--- src/afc_pkg.sv ---
package afc_pkg;
    localparam logic [7:0] AFC_ADDR_BASE   = 8'h02;
    localparam logic [7:0] AFC_ADDR_ZLO    = 8'h06;
    localparam logic [7:0] AFC_ADDR_ZHI    = 8'h07;
    localparam logic [7:0] AFC_ADDR_STAT1  = 8'h08;
    localparam logic [7:0] AFC_ADDR_STAT2  = 8'h09;
    localparam logic [7:0] AFC_ADDR_FEAT2  = 8'h0E;
    localparam logic [7:0] AFC_WRAP_SHORT  = 8'h07;
    localparam logic [7:0] AFC_WRAP_LONG   = 8'h09;
    localparam logic [7:0] AFC_FEAT2_RESET = 8'h00;
    localparam int         AFC_BIT_WRAP    = 0;
    localparam int         AFC_BIT_BURST   = 1;
    localparam int         AFC_BIT_SPISTAT = 2;
    localparam int         AFC_BIT_FSTAT   = 3;
    localparam int         AFC_BIT_WRCLR   = 4;
    localparam int         AFC_BIT_STREAM  = 5;
    localparam int         AFC_BIT_POL     = 6;
    localparam int         AFC_BIT_EXTEN   = 7;
    localparam logic [2:0] AFC_MODE_ONE_SHOT = 3'b111;
    localparam int         AFC_FIFO_DEPTH  = 32;
    localparam int         AFC_SAMPLE_W    = 48;
    localparam logic [3:0] AFC_TOKEN_BITS  = 4'h8;
    typedef enum logic [1:0] {
        AFC_TOK_IDLE,
        AFC_TOK_SHIFT,
        AFC_TOK_DONE
    } afc_tok_type;
endpackage

--- src/afc_feature_config.sv ---
`timescale 1ns/1ps
module afc_fifo #(
    parameter int WIDTH = 48,
    parameter int DEPTH = 32
) (
    input  wire logic             clk,
    input  wire logic             reset_n,
    input  wire logic             in_valid,
    input  wire logic [WIDTH-1:0] in_data,
    input  wire logic             overwrite,
    input  wire logic             hold,
    input  wire logic             out_ready,
    output logic                  in_ready,
    output logic                  out_valid,
    output logic [WIDTH-1:0]      out_data,
    output logic [$clog2(DEPTH):0] count
);
    localparam int AW = $clog2(DEPTH);
    localparam logic [AW:0] FULL = (AW+1)'(DEPTH);
    logic [WIDTH-1:0] mem_q [DEPTH];
    logic [AW-1:0]    wr_q;
    logic [AW-1:0]    rd_q;
    logic [AW:0]      cnt_q;
    logic [AW:0]      cnt_d;
    logic             push;
    logic             pop;
    logic             drop;
    logic             ready_q;

    assign pop  = out_ready && (cnt_q != '0);
    assign push = in_valid && ready_q && !hold
                  && ((cnt_q != FULL) || overwrite);
    assign drop = push && (cnt_q == FULL) && !pop;
    assign cnt_d = cnt_q + (AW+1)'(push && !drop) - (AW+1)'(pop);
    assign in_ready  = ready_q;
    assign out_valid = (cnt_q != '0);
    assign out_data  = mem_q[rd_q];
    assign count     = cnt_q;

    always_ff @(posedge clk) begin
        if (push) begin
            mem_q[wr_q] <= in_data;
        end
    end

    always_ff @(posedge clk) begin
        if (!reset_n) begin
            wr_q    <= '0;
            rd_q    <= '0;
            cnt_q   <= '0;
            ready_q <= 1'b0;
        end else begin
            if (push) begin
                wr_q <= wr_q + 1'b1;
            end
            if (pop || drop) begin
                rd_q <= rd_q + 1'b1;
            end
            cnt_q   <= cnt_d;
            // registered ready lags a cycle; push rechecks fullness live
            ready_q <= !hold && ((cnt_d != FULL) || overwrite);
        end
    end
endmodule

module afc_feature_config
    import afc_pkg::*;
(
    input  wire logic        mclk,
    input  wire logic        reset_n,
    input  wire logic        reg_start,
    input  wire logic [7:0]  reg_addr,
    input  wire logic        reg_rd,
    input  wire logic        reg_wr,
    input  wire logic [7:0]  reg_wdata,
    output logic [7:0]       reg_rdata,
    input  wire logic        bus_is_i2c,
    input  wire logic        i2c_select,
    input  wire logic        spi4_active,
    input  wire logic        res_ge14,
    input  wire logic        fifo_enable,
    input  wire logic        capture_stop_enable,
    input  wire logic        sniff_wake_event,
    input  wire logic        int_event,
    input  wire logic [2:0]  mode_select_field,
    input  wire logic [5:0]  thresh_count,
    input  wire logic        sample_valid,
    input  wire logic [47:0] sample_data,
    output logic             sample_ready,
    input  wire logic        spi_sclk_pin,
    input  wire logic        spi_csn_pin,
    output logic             serial_data_out_pin,
    output logic             serial_data_out_oe_n,
    input  wire logic        int_pin_in,
    output logic             interrupt_out_pin,
    output logic             interrupt_out_oe_n,
    output logic             ext_trigger
);
    logic [7:0]  feat_q;
    logic [7:0]  addr_q;
    logic [7:0]  wrap_end;
    logic        popped_q;
    logic        interrupt_pending_flag_q;
    logic        freeze_q;
    logic        clr;
    logic        rd_clear_ok;
    logic        pop;
    logic        f_valid;
    logic [47:0] head;
    logic [5:0]  f_count;
    logic [3:0]  flags;
    logic [15:0] z_out;
    logic [7:0]  rdata_d;
    logic [7:0]  rdata_q;
    logic [2:0]  sclk_s;
    logic [2:0]  csn_s;
    logic [2:0]  one_shot_trigger_mode_s;
    afc_tok_type tok_q;
    logic [3:0]  bits_q;
    logic [7:0]  shift_q;
    logic        sdo_oe_n_q;
    logic        int_oe_n_q;
    logic        pin_lo_q;
    logic        one_shot_trigger_mode_q;
    logic        one_shot_trigger_mode_edge;

    assign wrap_end = feat_q[AFC_BIT_WRAP] ? AFC_WRAP_LONG
                                           : AFC_WRAP_SHORT;
    // write of 0x09 always clears; a read clears only over I2C
    assign rd_clear_ok = bus_is_i2c
        && !(feat_q[AFC_BIT_WRCLR] && i2c_select);
    assign clr = (reg_wr && reg_addr == AFC_ADDR_STAT2)
        || (reg_rd && addr_q == AFC_ADDR_STAT2 && rd_clear_ok);
    assign pop = reg_rd && addr_q == AFC_ADDR_ZHI && f_valid
        && (feat_q[AFC_BIT_BURST] || !popped_q);
    assign flags = {interrupt_pending_flag_q, f_count >= thresh_count,
                    f_count == 6'(AFC_FIFO_DEPTH), !f_valid};

    afc_fifo #(.WIDTH(AFC_SAMPLE_W), .DEPTH(AFC_FIFO_DEPTH)) u_fifo (
        .clk       (mclk),
        .reset_n   (reset_n),
        .in_valid  (sample_valid),
        .in_data   (sample_data),
        .overwrite (feat_q[AFC_BIT_STREAM] && fifo_enable),
        .hold      (!fifo_enable || freeze_q),
        .out_ready (pop),
        .in_ready  (sample_ready),
        .out_valid (f_valid),
        .out_data  (head),
        .count     (f_count)
    );

    always_comb begin
        z_out = head[47:32];
        if (feat_q[AFC_BIT_FSTAT]) begin
            if (res_ge14) begin
                z_out = {head[47:36], flags};
            end else begin
                z_out = {flags, head[43:32]};
            end
        end
    end

    always_comb begin
        case (addr_q)
            8'h02:           rdata_d = head[7:0];
            8'h03:           rdata_d = head[15:8];
            8'h04:           rdata_d = head[23:16];
            8'h05:           rdata_d = head[31:24];
            AFC_ADDR_ZLO:    rdata_d = z_out[7:0];
            AFC_ADDR_ZHI:    rdata_d = z_out[15:8];
            AFC_ADDR_STAT1:  rdata_d = {4'h0, flags};
            AFC_ADDR_STAT2:  rdata_d = {7'h00, interrupt_pending_flag_q};
            AFC_ADDR_FEAT2:  rdata_d = feat_q;
            default:         rdata_d = 8'h00;
        endcase
    end

    always_ff @(posedge mclk) begin
        if (!reset_n) begin
            feat_q <= AFC_FEAT2_RESET;
        end else if (reg_wr && reg_addr == AFC_ADDR_FEAT2) begin
            feat_q <= reg_wdata;
        end
    end

    always_ff @(posedge mclk) begin
        if (!reset_n) begin
            addr_q   <= AFC_ADDR_BASE;
            popped_q <= 1'b0;
            rdata_q  <= 8'h00;
        end else begin
            if (reg_start) begin
                addr_q   <= reg_addr;
                popped_q <= 1'b0;
            end else if (reg_rd) begin
                addr_q <= (addr_q == wrap_end) ? AFC_ADDR_BASE
                                               : addr_q + 8'h01;
                if (pop) begin
                    popped_q <= 1'b1;
                end
            end
            if (reg_rd) begin
                rdata_q <= rdata_d;
            end
        end
    end
    assign reg_rdata = rdata_q;

    // set wins over a clear in the same cycle
    always_ff @(posedge mclk) begin
        if (!reset_n) begin
            interrupt_pending_flag_q <= 1'b0;
            freeze_q   <= 1'b0;
        end else begin
            interrupt_pending_flag_q <= int_event || (interrupt_pending_flag_q && !clr);
            freeze_q   <= (capture_stop_enable && sniff_wake_event)
                          || (freeze_q && !clr);
        end
    end

    always_ff @(posedge mclk) begin
        if (!reset_n) begin
            sclk_s <= 3'b111;
            csn_s  <= 3'b111;
            one_shot_trigger_mode_s <= 3'b111;
        end else begin
            sclk_s <= {sclk_s[1:0], spi_sclk_pin};
            csn_s  <= {csn_s[1:0], spi_csn_pin};
            one_shot_trigger_mode_s <= {one_shot_trigger_mode_s[1:0], int_pin_in};
        end
    end

    // token only where the far end listens on a separate data line
    always_ff @(posedge mclk) begin
        if (!reset_n) begin
            tok_q      <= AFC_TOK_IDLE;
            bits_q     <= 4'h0;
            shift_q    <= 8'h00;
            sdo_oe_n_q <= 1'b1;
        end else if (csn_s[1]) begin
            tok_q      <= AFC_TOK_IDLE;
            sdo_oe_n_q <= 1'b1;
        end else begin
            case (tok_q)
                AFC_TOK_IDLE: begin
                    if (csn_s[2] && feat_q[AFC_BIT_SPISTAT]
                        && spi4_active) begin
                        tok_q      <= AFC_TOK_SHIFT;
                        bits_q     <= AFC_TOKEN_BITS;
                        shift_q    <= {flags, 4'h0};
                        sdo_oe_n_q <= 1'b0;
                    end else if (csn_s[2]) begin
                        tok_q <= AFC_TOK_DONE;
                    end
                end
                AFC_TOK_SHIFT: begin
                    if (sclk_s[2] && !sclk_s[1]) begin
                        shift_q <= {shift_q[6:0], 1'b0};
                        bits_q  <= bits_q - 4'h1;
                        if (bits_q == 4'h1) begin
                            tok_q      <= AFC_TOK_DONE;
                            sdo_oe_n_q <= 1'b1;
                        end
                    end
                end
                AFC_TOK_DONE: tok_q <= AFC_TOK_DONE;
                default:      tok_q <= AFC_TOK_IDLE;
            endcase
        end
    end
    assign serial_data_out_pin  = shift_q[7];
    assign serial_data_out_oe_n = sdo_oe_n_q;

    assign one_shot_trigger_mode_edge = feat_q[AFC_BIT_POL] ? (one_shot_trigger_mode_s[1] && !one_shot_trigger_mode_s[2])
                                           : (!one_shot_trigger_mode_s[1] && one_shot_trigger_mode_s[2]);

    always_ff @(posedge mclk) begin
        if (!reset_n) begin
            one_shot_trigger_mode_q     <= 1'b0;
            int_oe_n_q <= 1'b1;
            pin_lo_q   <= 1'b0;
        end else begin
            one_shot_trigger_mode_q <= feat_q[AFC_BIT_EXTEN] && one_shot_trigger_mode_edge
                      && mode_select_field == AFC_MODE_ONE_SHOT;
            // open drain: released as an input while trigger mode is on
            int_oe_n_q <= feat_q[AFC_BIT_EXTEN] || !interrupt_pending_flag_q;
            pin_lo_q   <= 1'b0;
        end
    end
    assign ext_trigger        = one_shot_trigger_mode_q;
    assign interrupt_out_oe_n = int_oe_n_q;
    assign interrupt_out_pin  = pin_lo_q;
endmodule

--- config.mk ---
export PLATFORM = sky130hd
export DESIGN_NAME = afc_feature_config
export DESIGN_NICKNAME = d
export VERILOG_FILES = /design/src/afc_pkg.sv /design/src/afc_feature_config.sv
export SDC_FILE = /design/constraint.sdc
export NUM_CORES = 1
export LEC_CHECK = 0
export ABC_AREA = 1
export BUFFER_PORTS_ARGS = -buffer_cell sky130_fd_sc_hd__buf_2
export CORE_MARGIN = 4
export CORE_UTILIZATION = 50
export CTS_CLUSTER_SIZE = 16
export DETAILED_ROUTE_END_ITERATION = 8
export PLACE_DENSITY = 0.62
export SLEW_MARGIN = 25
export SYNTH_ARGS = -nofsm -noshare
export SYNTH_HDL_FRONTEND = slang
export SYNTH_HIERARCHICAL = 1
export SYNTH_SLANG_ARGS = --single-unit
--- constraint.sdc ---
create_clock -name mclk -period 7.05 [get_ports mclk]
set_input_delay 1.0575 -clock mclk [delete_from_list [all_inputs] [get_ports mclk]]
set_output_delay 1.0575 -clock mclk [all_outputs]
set_load 0.01 [all_outputs]
== After elaboration in Yosys (flattened, before gate mapping) ==
Memories as Yosys holds them, arrays and structs flattened. A register that Yosys moved wholly into a read port is not among the register bits.
Index checks and enable logic that the tools add are counted.

* Divide/modulo/power cells: 0
* Add/sub/neg operators: 6
* Reductions and logical operators: 59
* Mux-type cells: 27
* Eq/ne operators: 23
* Order comparisons: 1
* Shift-type cells: 0
* Multiply operators: 0
* Bitwise gates (word level): 2

{| class="wikitable"
|+ Operator list
! cell !! count
|-
| 8-bit case mux with 9 select lines || 1
|-
| 8-bit by 4-bit equality test with 1-bit output (second input constant) || 5
|-
| 8-bit two-way mux || 5
|-
| 8-bit by 3-bit equality test with 1-bit output (second input constant) || 4
|-
| 16-bit two-way mux || 2
|-
| 1-bit logical AND || 28
|-
| 8-bit by 2-bit equality test with 1-bit output (second input constant) || 2
|-
| 8-bit case mux with 2 select lines || 1
|-
| 1-bit zero test || 12
|-
| 4-bit two-way mux || 3
|-
| 6-bit != test (second input constant) || 2
|-
| 5-bit by 1-bit adder with 5-bit output (second input constant) || 2
|-
| 5-bit two-way mux || 2
|-
| 1-bit logical OR || 9
|-
| 8-bit by 1-bit adder with 8-bit output (second input constant) || 1
|-
| 8-bit by 4-bit equality test with 1-bit output || 1
|-
| 2-bit two-way mux || 4
|-
| 4-bit case mux with 2 select lines || 1
|-
| 4-bit AND reduction || 2
|-
| 6-bit by 1-bit adder with 6-bit output || 1
|-
| 6-bit equality test (second input constant) || 1
|-
| 6-bit greater-or-equal comparator || 1
|-
| 1-bit two-way mux || 6
|-
| 2-bit != test (second input constant) || 3
|-
| other kinds (16) || 19
|}

* Memories kept: 1
* Bits of input ports: 90
* Latch bits: 0
* RAM bits: 1536
* Word-level logic and storage cells: 138
* Flip-flop bits (word level): 70
* ROM bits: 0
* Output and inout bits: 14

{| class="wikitable"
|+ Memory list
! memory !! words !! width !! read ports !! clocked after memory_dff !! wr ports !! line !! source
|-
| u_fifo.mem_q || 32 || 48 || 1 || 1 || 1 || afc_feature_config.sv:20 || <nowiki>logic [WIDTH-1:0] mem_q [DEPTH];</nowiki>
|}

== Logic depth before layout (Yosys ltp) ==
* Depth after elaboration: 14
* Gate-level depth with buffers: 21
* Gate-level depth less buffers: 21

== Hierarchy ==
The synthesis kept the hierarchy.

{| class="wikitable"
|+ Modules (own cells, without submodules)
! module !! cells an instance !! area each (µm²) !! sequential area each (µm²) !! instances
|-
| afc_fifo || 5382 || 63154.3 || 46564.7 || 1
|-
| afc_feature_config || 469 || 3090.5 || 980.9 || 1
|}

== Worst setup path after synthesis ==
Ideal clock, no wire load.

* Path type: input to register
* Start: input fifo_enable
* End: memory u_fifo.mem_q[3][0] (enable)
* Path buffers: 1
* Setup slack: 1765 ps
* Cell stages on the path: 6
* Data required time: 6537 ps
* Arrival: 4772 ps
* Library setup time: 513 ps
* Cell sequence: nand2_1 -> inv_1 -> nand3b_1 -> nand2_1 -> buf_2 -> nor3_1

* Cells in the longest elaborated chain, start to end: 7
* Elaborated cells on any way between the ends: 9
* Classes of those cells: 2 x mux; 7 x reduce/logical

{| class="wikitable"
|+ Ends and longest elaborated chain
! element !! line !! source
|-
| start, declared || afc_feature_config.sv:81 || <nowiki>input wire logic fifo_enable,</nowiki>
|-
| 1-bit zero test || afc_feature_config.sv:145 || <nowiki>.hold (!fifo_enable || freeze_q),</nowiki>
|-
| 1-bit logical OR || afc_feature_config.sv:145 ||
|-
| 1-bit zero test || afc_feature_config.sv:31 || <nowiki>assign push = in_valid && ready_q && !hold</nowiki>
|-
| 1-bit logical AND || afc_feature_config.sv:31 ||
|-
| 1-bit logical AND (*) || afc_feature_config.sv:32 || <nowiki>&& ((cnt_q != FULL) || overwrite);</nowiki>
|-
| 1-bit two-way mux (*) || afc_feature_config.sv:41 || <nowiki>if (push) begin</nowiki>
|-
| 1-bit two-way mux (not written as such) (*) || afc_feature_config.sv:42 || <nowiki>mem_q[wr_q] <= in_data;</nowiki>
|-
| end, declared || afc_feature_config.sv:20 ||
|}

Every way passes the cells marked *; elsewhere a longest branch is shown, timed or not.

==> flow_summary.json <==
{
  "die_w_um": 372,
  "yosys_warnings": 6,
  "final_common_cell": "nand2_1",
  "hold_end": "one_shot_trigger_mode_s[1]$_SDFF_PN1_",
  "track_usage_pct": 26.2,
  "vias": 44240,
  "cts.path.max_buffers": 3,
  "insertion_delay_ns": 0.80,
  "peakVddDrop_uv": 252,
  "end_kind": "register",
  "cts_hold_buf": 0,
  "clock_skew_ns": 0.0253,
  "hold_violations": 0,
  "syn-cell-area_mm2": 0.0662,
  "grt_pass1_vias": 41582,
  "cts.sinks": 1607,
  "initial_core_util_pct": 50.4,
  "ff2ff_setup_slack_ns": 2.93,
  "drtPass1Iterations": 5,
  "final_cell_mix": "2319 x nand2_1, 1536 x edfxtp_1, 1202 x nand3_1, 166 x clkbuf_16, 102 x buf_2",
  "slew_headroom_pct": 28.1,
  "p_leak_uw": 0.0267,
  "wirelength_um": 182000,
  "synth_area_leaders": "edfxtp_1 70%, nand2_1 13%, nand3_1 9.1%, dfxtp_1 2.1%, buf_2 1.2%",
  "synth_top_family_by_area": "simple AND/OR/NAND/NOR gates",
  "yosysSeqAreaShare_pct": 71.8,
  "path_clk_slew_ns": 0.06,
  "fmax_mhz": 243,
  "synth-edff-count": 1536,
  "ant_nets": 0,
  "rsz0062_at_grt": "no",
  "ios": 104,
  "synth_top_area_share_pct": 69.6,
  "synth.avg_cell_area_um2": 11.3,
  "wl_per_cell_um": 23.5,
  "setup_viol": 0,
  "critPathMaxFanout": 198,
  "synth_compound_gate_area_share_pct": 0.886,
  "worst_slack_ns": 2.93,
  "tns_ns": 0,
  "grt_max_degree": 199,
  "drt_iter0_drc": 5105,
  "min_period_ns": 4.12,
  "holdCritStartpoint": "one_shot_trigger_mode_s[0]$_SDFF_PN1_",
  "antenna_found_initial": 5,
  "period_share_pct": 58.4,
  "pwr-share-clk_pct": 43.1,
  "hpwl_um": 99300,
  "crit_chain": "buf_12 -> buf_4 -> nand2_1 -> nand3_1 -> nand3_1 -> nand2_1 -> nand2_1 -> nand2_1 -> nand2_1 -> nand2_1 -> nand2_1 -> nand2_1 -> nor2_1 -> nand4_1 -> nand2_1 -> a21oi_2",
  "grt_pass1_wl_um": 269000,
  "powerDensity_mw_per_mm2": 261,
  "syn_nets": 5971,
  "power_frac_seq_pct": 54.7,
  "outcome": "finished clean",
  "areaGrowthSynthToFinish_pct": 10.7,
  "power.total_uw": 19200,
  "switching_power_uw": 3950,
  "yosys.area_share.xor_xnor_pct": 0.106,
  "slew_viol_final": 0,
  "swShare_pct": 20.6,
  "std_cell_rows": 133,
  "required_ns": 7.75,
  "startpoint_type": "register",
  "yosysTopAreaCell": "edfxtp_1",
  "place_congestion": 0.881,
  "dp_cells": 7451,
  "cts_setup_buffers": 0,
  "synthSimpleGateAreaFrac_pct": 23.3,
  "post_cts_resized": 0,
  "combPwrFrac_pct": 2.1,
  "worst_pin_slew_ns": 1.08,
  "ctsHtreeMaxLevel": 4,
  "numCtsBuffers": 165,
  "cts_tree": "yes",
  "drv_cap": 0,
  "drc": 0,
  "final_nets": 5983,
  "via_per_inst": 5.70,
  "synth_flop_cell": "edfxtp_1",
  "ys_ff_latch": 1607,
  "cp_slowest_cell": "buf_4",
  "path_class": "register to register",
  "critPathMaxStageDelay_ns": 0.86,
  "synth_cells": 5851,
  "r2r_cells": 16,
  "min_path_cells": 1,
  "cp.arrival_ns": 4.82,
  "drive_above_1_share_pct": 7.98,
  "path_common_cell": "nand2_1",
  "die_area_mm2": 0.138,
  "grt-ovfl-total": 0,
  "stdcell_count": 7755,
  "place_ws_ns": 2.54,
  "clockRootBuffer": "clkbuf_16",
  "core_area_mm2": 0.131,
  "timing.rr.end": "reg_rdata[2]$_SDFFE_PN0P_",
  "synthDistinctLibCells": 49,
  "synthAdderAreaFrac_pct": 0.578,
  "numPortBuffers": 102,
  "worst_hold_path_type": "register to register",
  "internal_power_uw": 15200,
  "die_y_um": 372,
  "ys_async_sr_fraction_pct": 0,
  "synth.area.mux_share_pct": 0
}
==> area by class of cell <==
| class | instances | area (um^2) |
|---|---|---|
| antenna | 1 | 2.50 |
| clock buffer | 210 | 4340 |
| clock inverter | 93 | 778 |
| fill | 10860 | 58100 |
| inverter | 91 | 378 |
| multi-input combinational | 3809 | 16700 |
| sequential | 1607 | 47600 |
| tap | 1755 | 2200 |
| timing repair buffer | 189 | 1400 |
==> flip-flops by register name (all words and copies together), names as in the netlist, named ones only <==
register                  cells
reg_rdata                     8
u_fifo/wr_q                   5
u_fifo/rd_q                   5
u_fifo/count                  6
freeze_q                      1
popped_q                      1
sclk_s                        3
serial_data_out_oe_n          1
shift_q                       4
interrupt_out_oe_n            1
u_fifo/mem_q               1536
interrupt_pending_flag_q      1
one_shot_trigger_mode_s       3
ext_trigger                   1
feat_q                        8
tok_q                         2
u_fifo/in_ready               1
bits_q                        4
addr_q                        8
csn_s                         3
==> cells in the mapped netlist, types with 2 or more instances <==
| cell type | number |
|---|---|
| nor2_1 | 98 |
| nand2_1 | 2319 |
| dfxtp_1 | 71 |
| clkbuf_1 | 82 |
| o22ai_1 | 2 |
| nor3b_1 | 2 |
| a31oi_1 | 7 |
| a21oi_2 | 2 |
| xnor2_1 | 3 |
| o21ai_1 | 9 |
| inv_1 | 84 |
| buf_6 | 33 |
| xor2_1 | 5 |
| edfxtp_1 | 1536 |
| nor3_1 | 9 |
| nand4_1 | 8 |
| clkinv_1 | 2 |
| ha_1 | 29 |
| buf_2 | 156 |
| o21ai_0 | 31 |
| inv_2 | 3 |
| buf_1 | 36 |
| a22oi_1 | 3 |
| nand3_1 | 1202 |
| a21oi_1 | 42 |
| buf_4 | 36 |
| nor2_4 | 9 |
| o21bai_1 | 2 |
| or2_2 | 9 |
| nand2_2 | 2 |
==> power by group through the flow <==
stage	combinational, uW	clock (uW)	sequential [uW]
global placement	399	0	10700
CTS	411	8420	10500
finish	411	8270	10500
global route	455	8830	10500
detailed placement	410	0	10700
floorplan	160	0	10700
==> how the worst max path moves through the flow <==
stage / startpoint / end / slack, ns / cells after the start
global placement: fifo_enable / u_fifo/mem_q[13][16]$_DFFE_PP_ / 2.36 / 9
global route: register / reg_rdata[2]$_SDFFE_PN0P_ / 2.74 / 16
detailed placement: fifo_enable / u_fifo/mem_q[10][12]$_DFFE_PP_ / 2.54 / 9
floorplan: fifo_enable / u_fifo/mem_q[3][0]$_DFFE_PP_ / 1.77 / 6
CTS: u_fifo/count[2]$_SDFF_PN0_ / u_fifo/mem_q[10][10]$_DFFE_PP_ / 3.07 / 10
finish: register / reg_rdata[2]$_SDFFE_PN0P_ / 2.93 / 16
==> cells by family (layout without fill, tap and decap cells) <==
group,after synthesis,after routing
and+or+nand+nor,3665,3665
DFF,1607,1607
buffers and inverters,435,583
AOI/OAI and AO/OA,105,105
adders and majority gates,30,30
xor gates and xnor gates,8,8
other,1,2
==> worst max-delay path: cells and delay by family (launching register included) <==
| kind | cells | cell delay (ns) |
|---|---|---|
| compound gates | 1 | 0.14 |
| flops | 1 | 0.66 |
| buf+inv | 2 | 1.52 |
| simple gates | 13 | 1.40 |
==> through the flow <==
step	hold WS (ns)	util, %	cell area (um^2)
after detailed placement	0.405	51.9	68200
final	0.417	55.8	73400
after CTS	0.404	55.8	73400
after floorplan	0.393	-	66200
after global placement	0.404	51.8	68100
after global routing	0.426	55.8	73400
==> per-layer routing <==
layer,share of wire (%),global-route usage [%],vias up
li1,-,-,20296
met1,41,36.4,21731
met2,47,41.5,1901
met3,7.8,4.53,310
met4,4.0,10.3,2
met5,0.0049,0,-
Power figures use the tool's default switching activity.
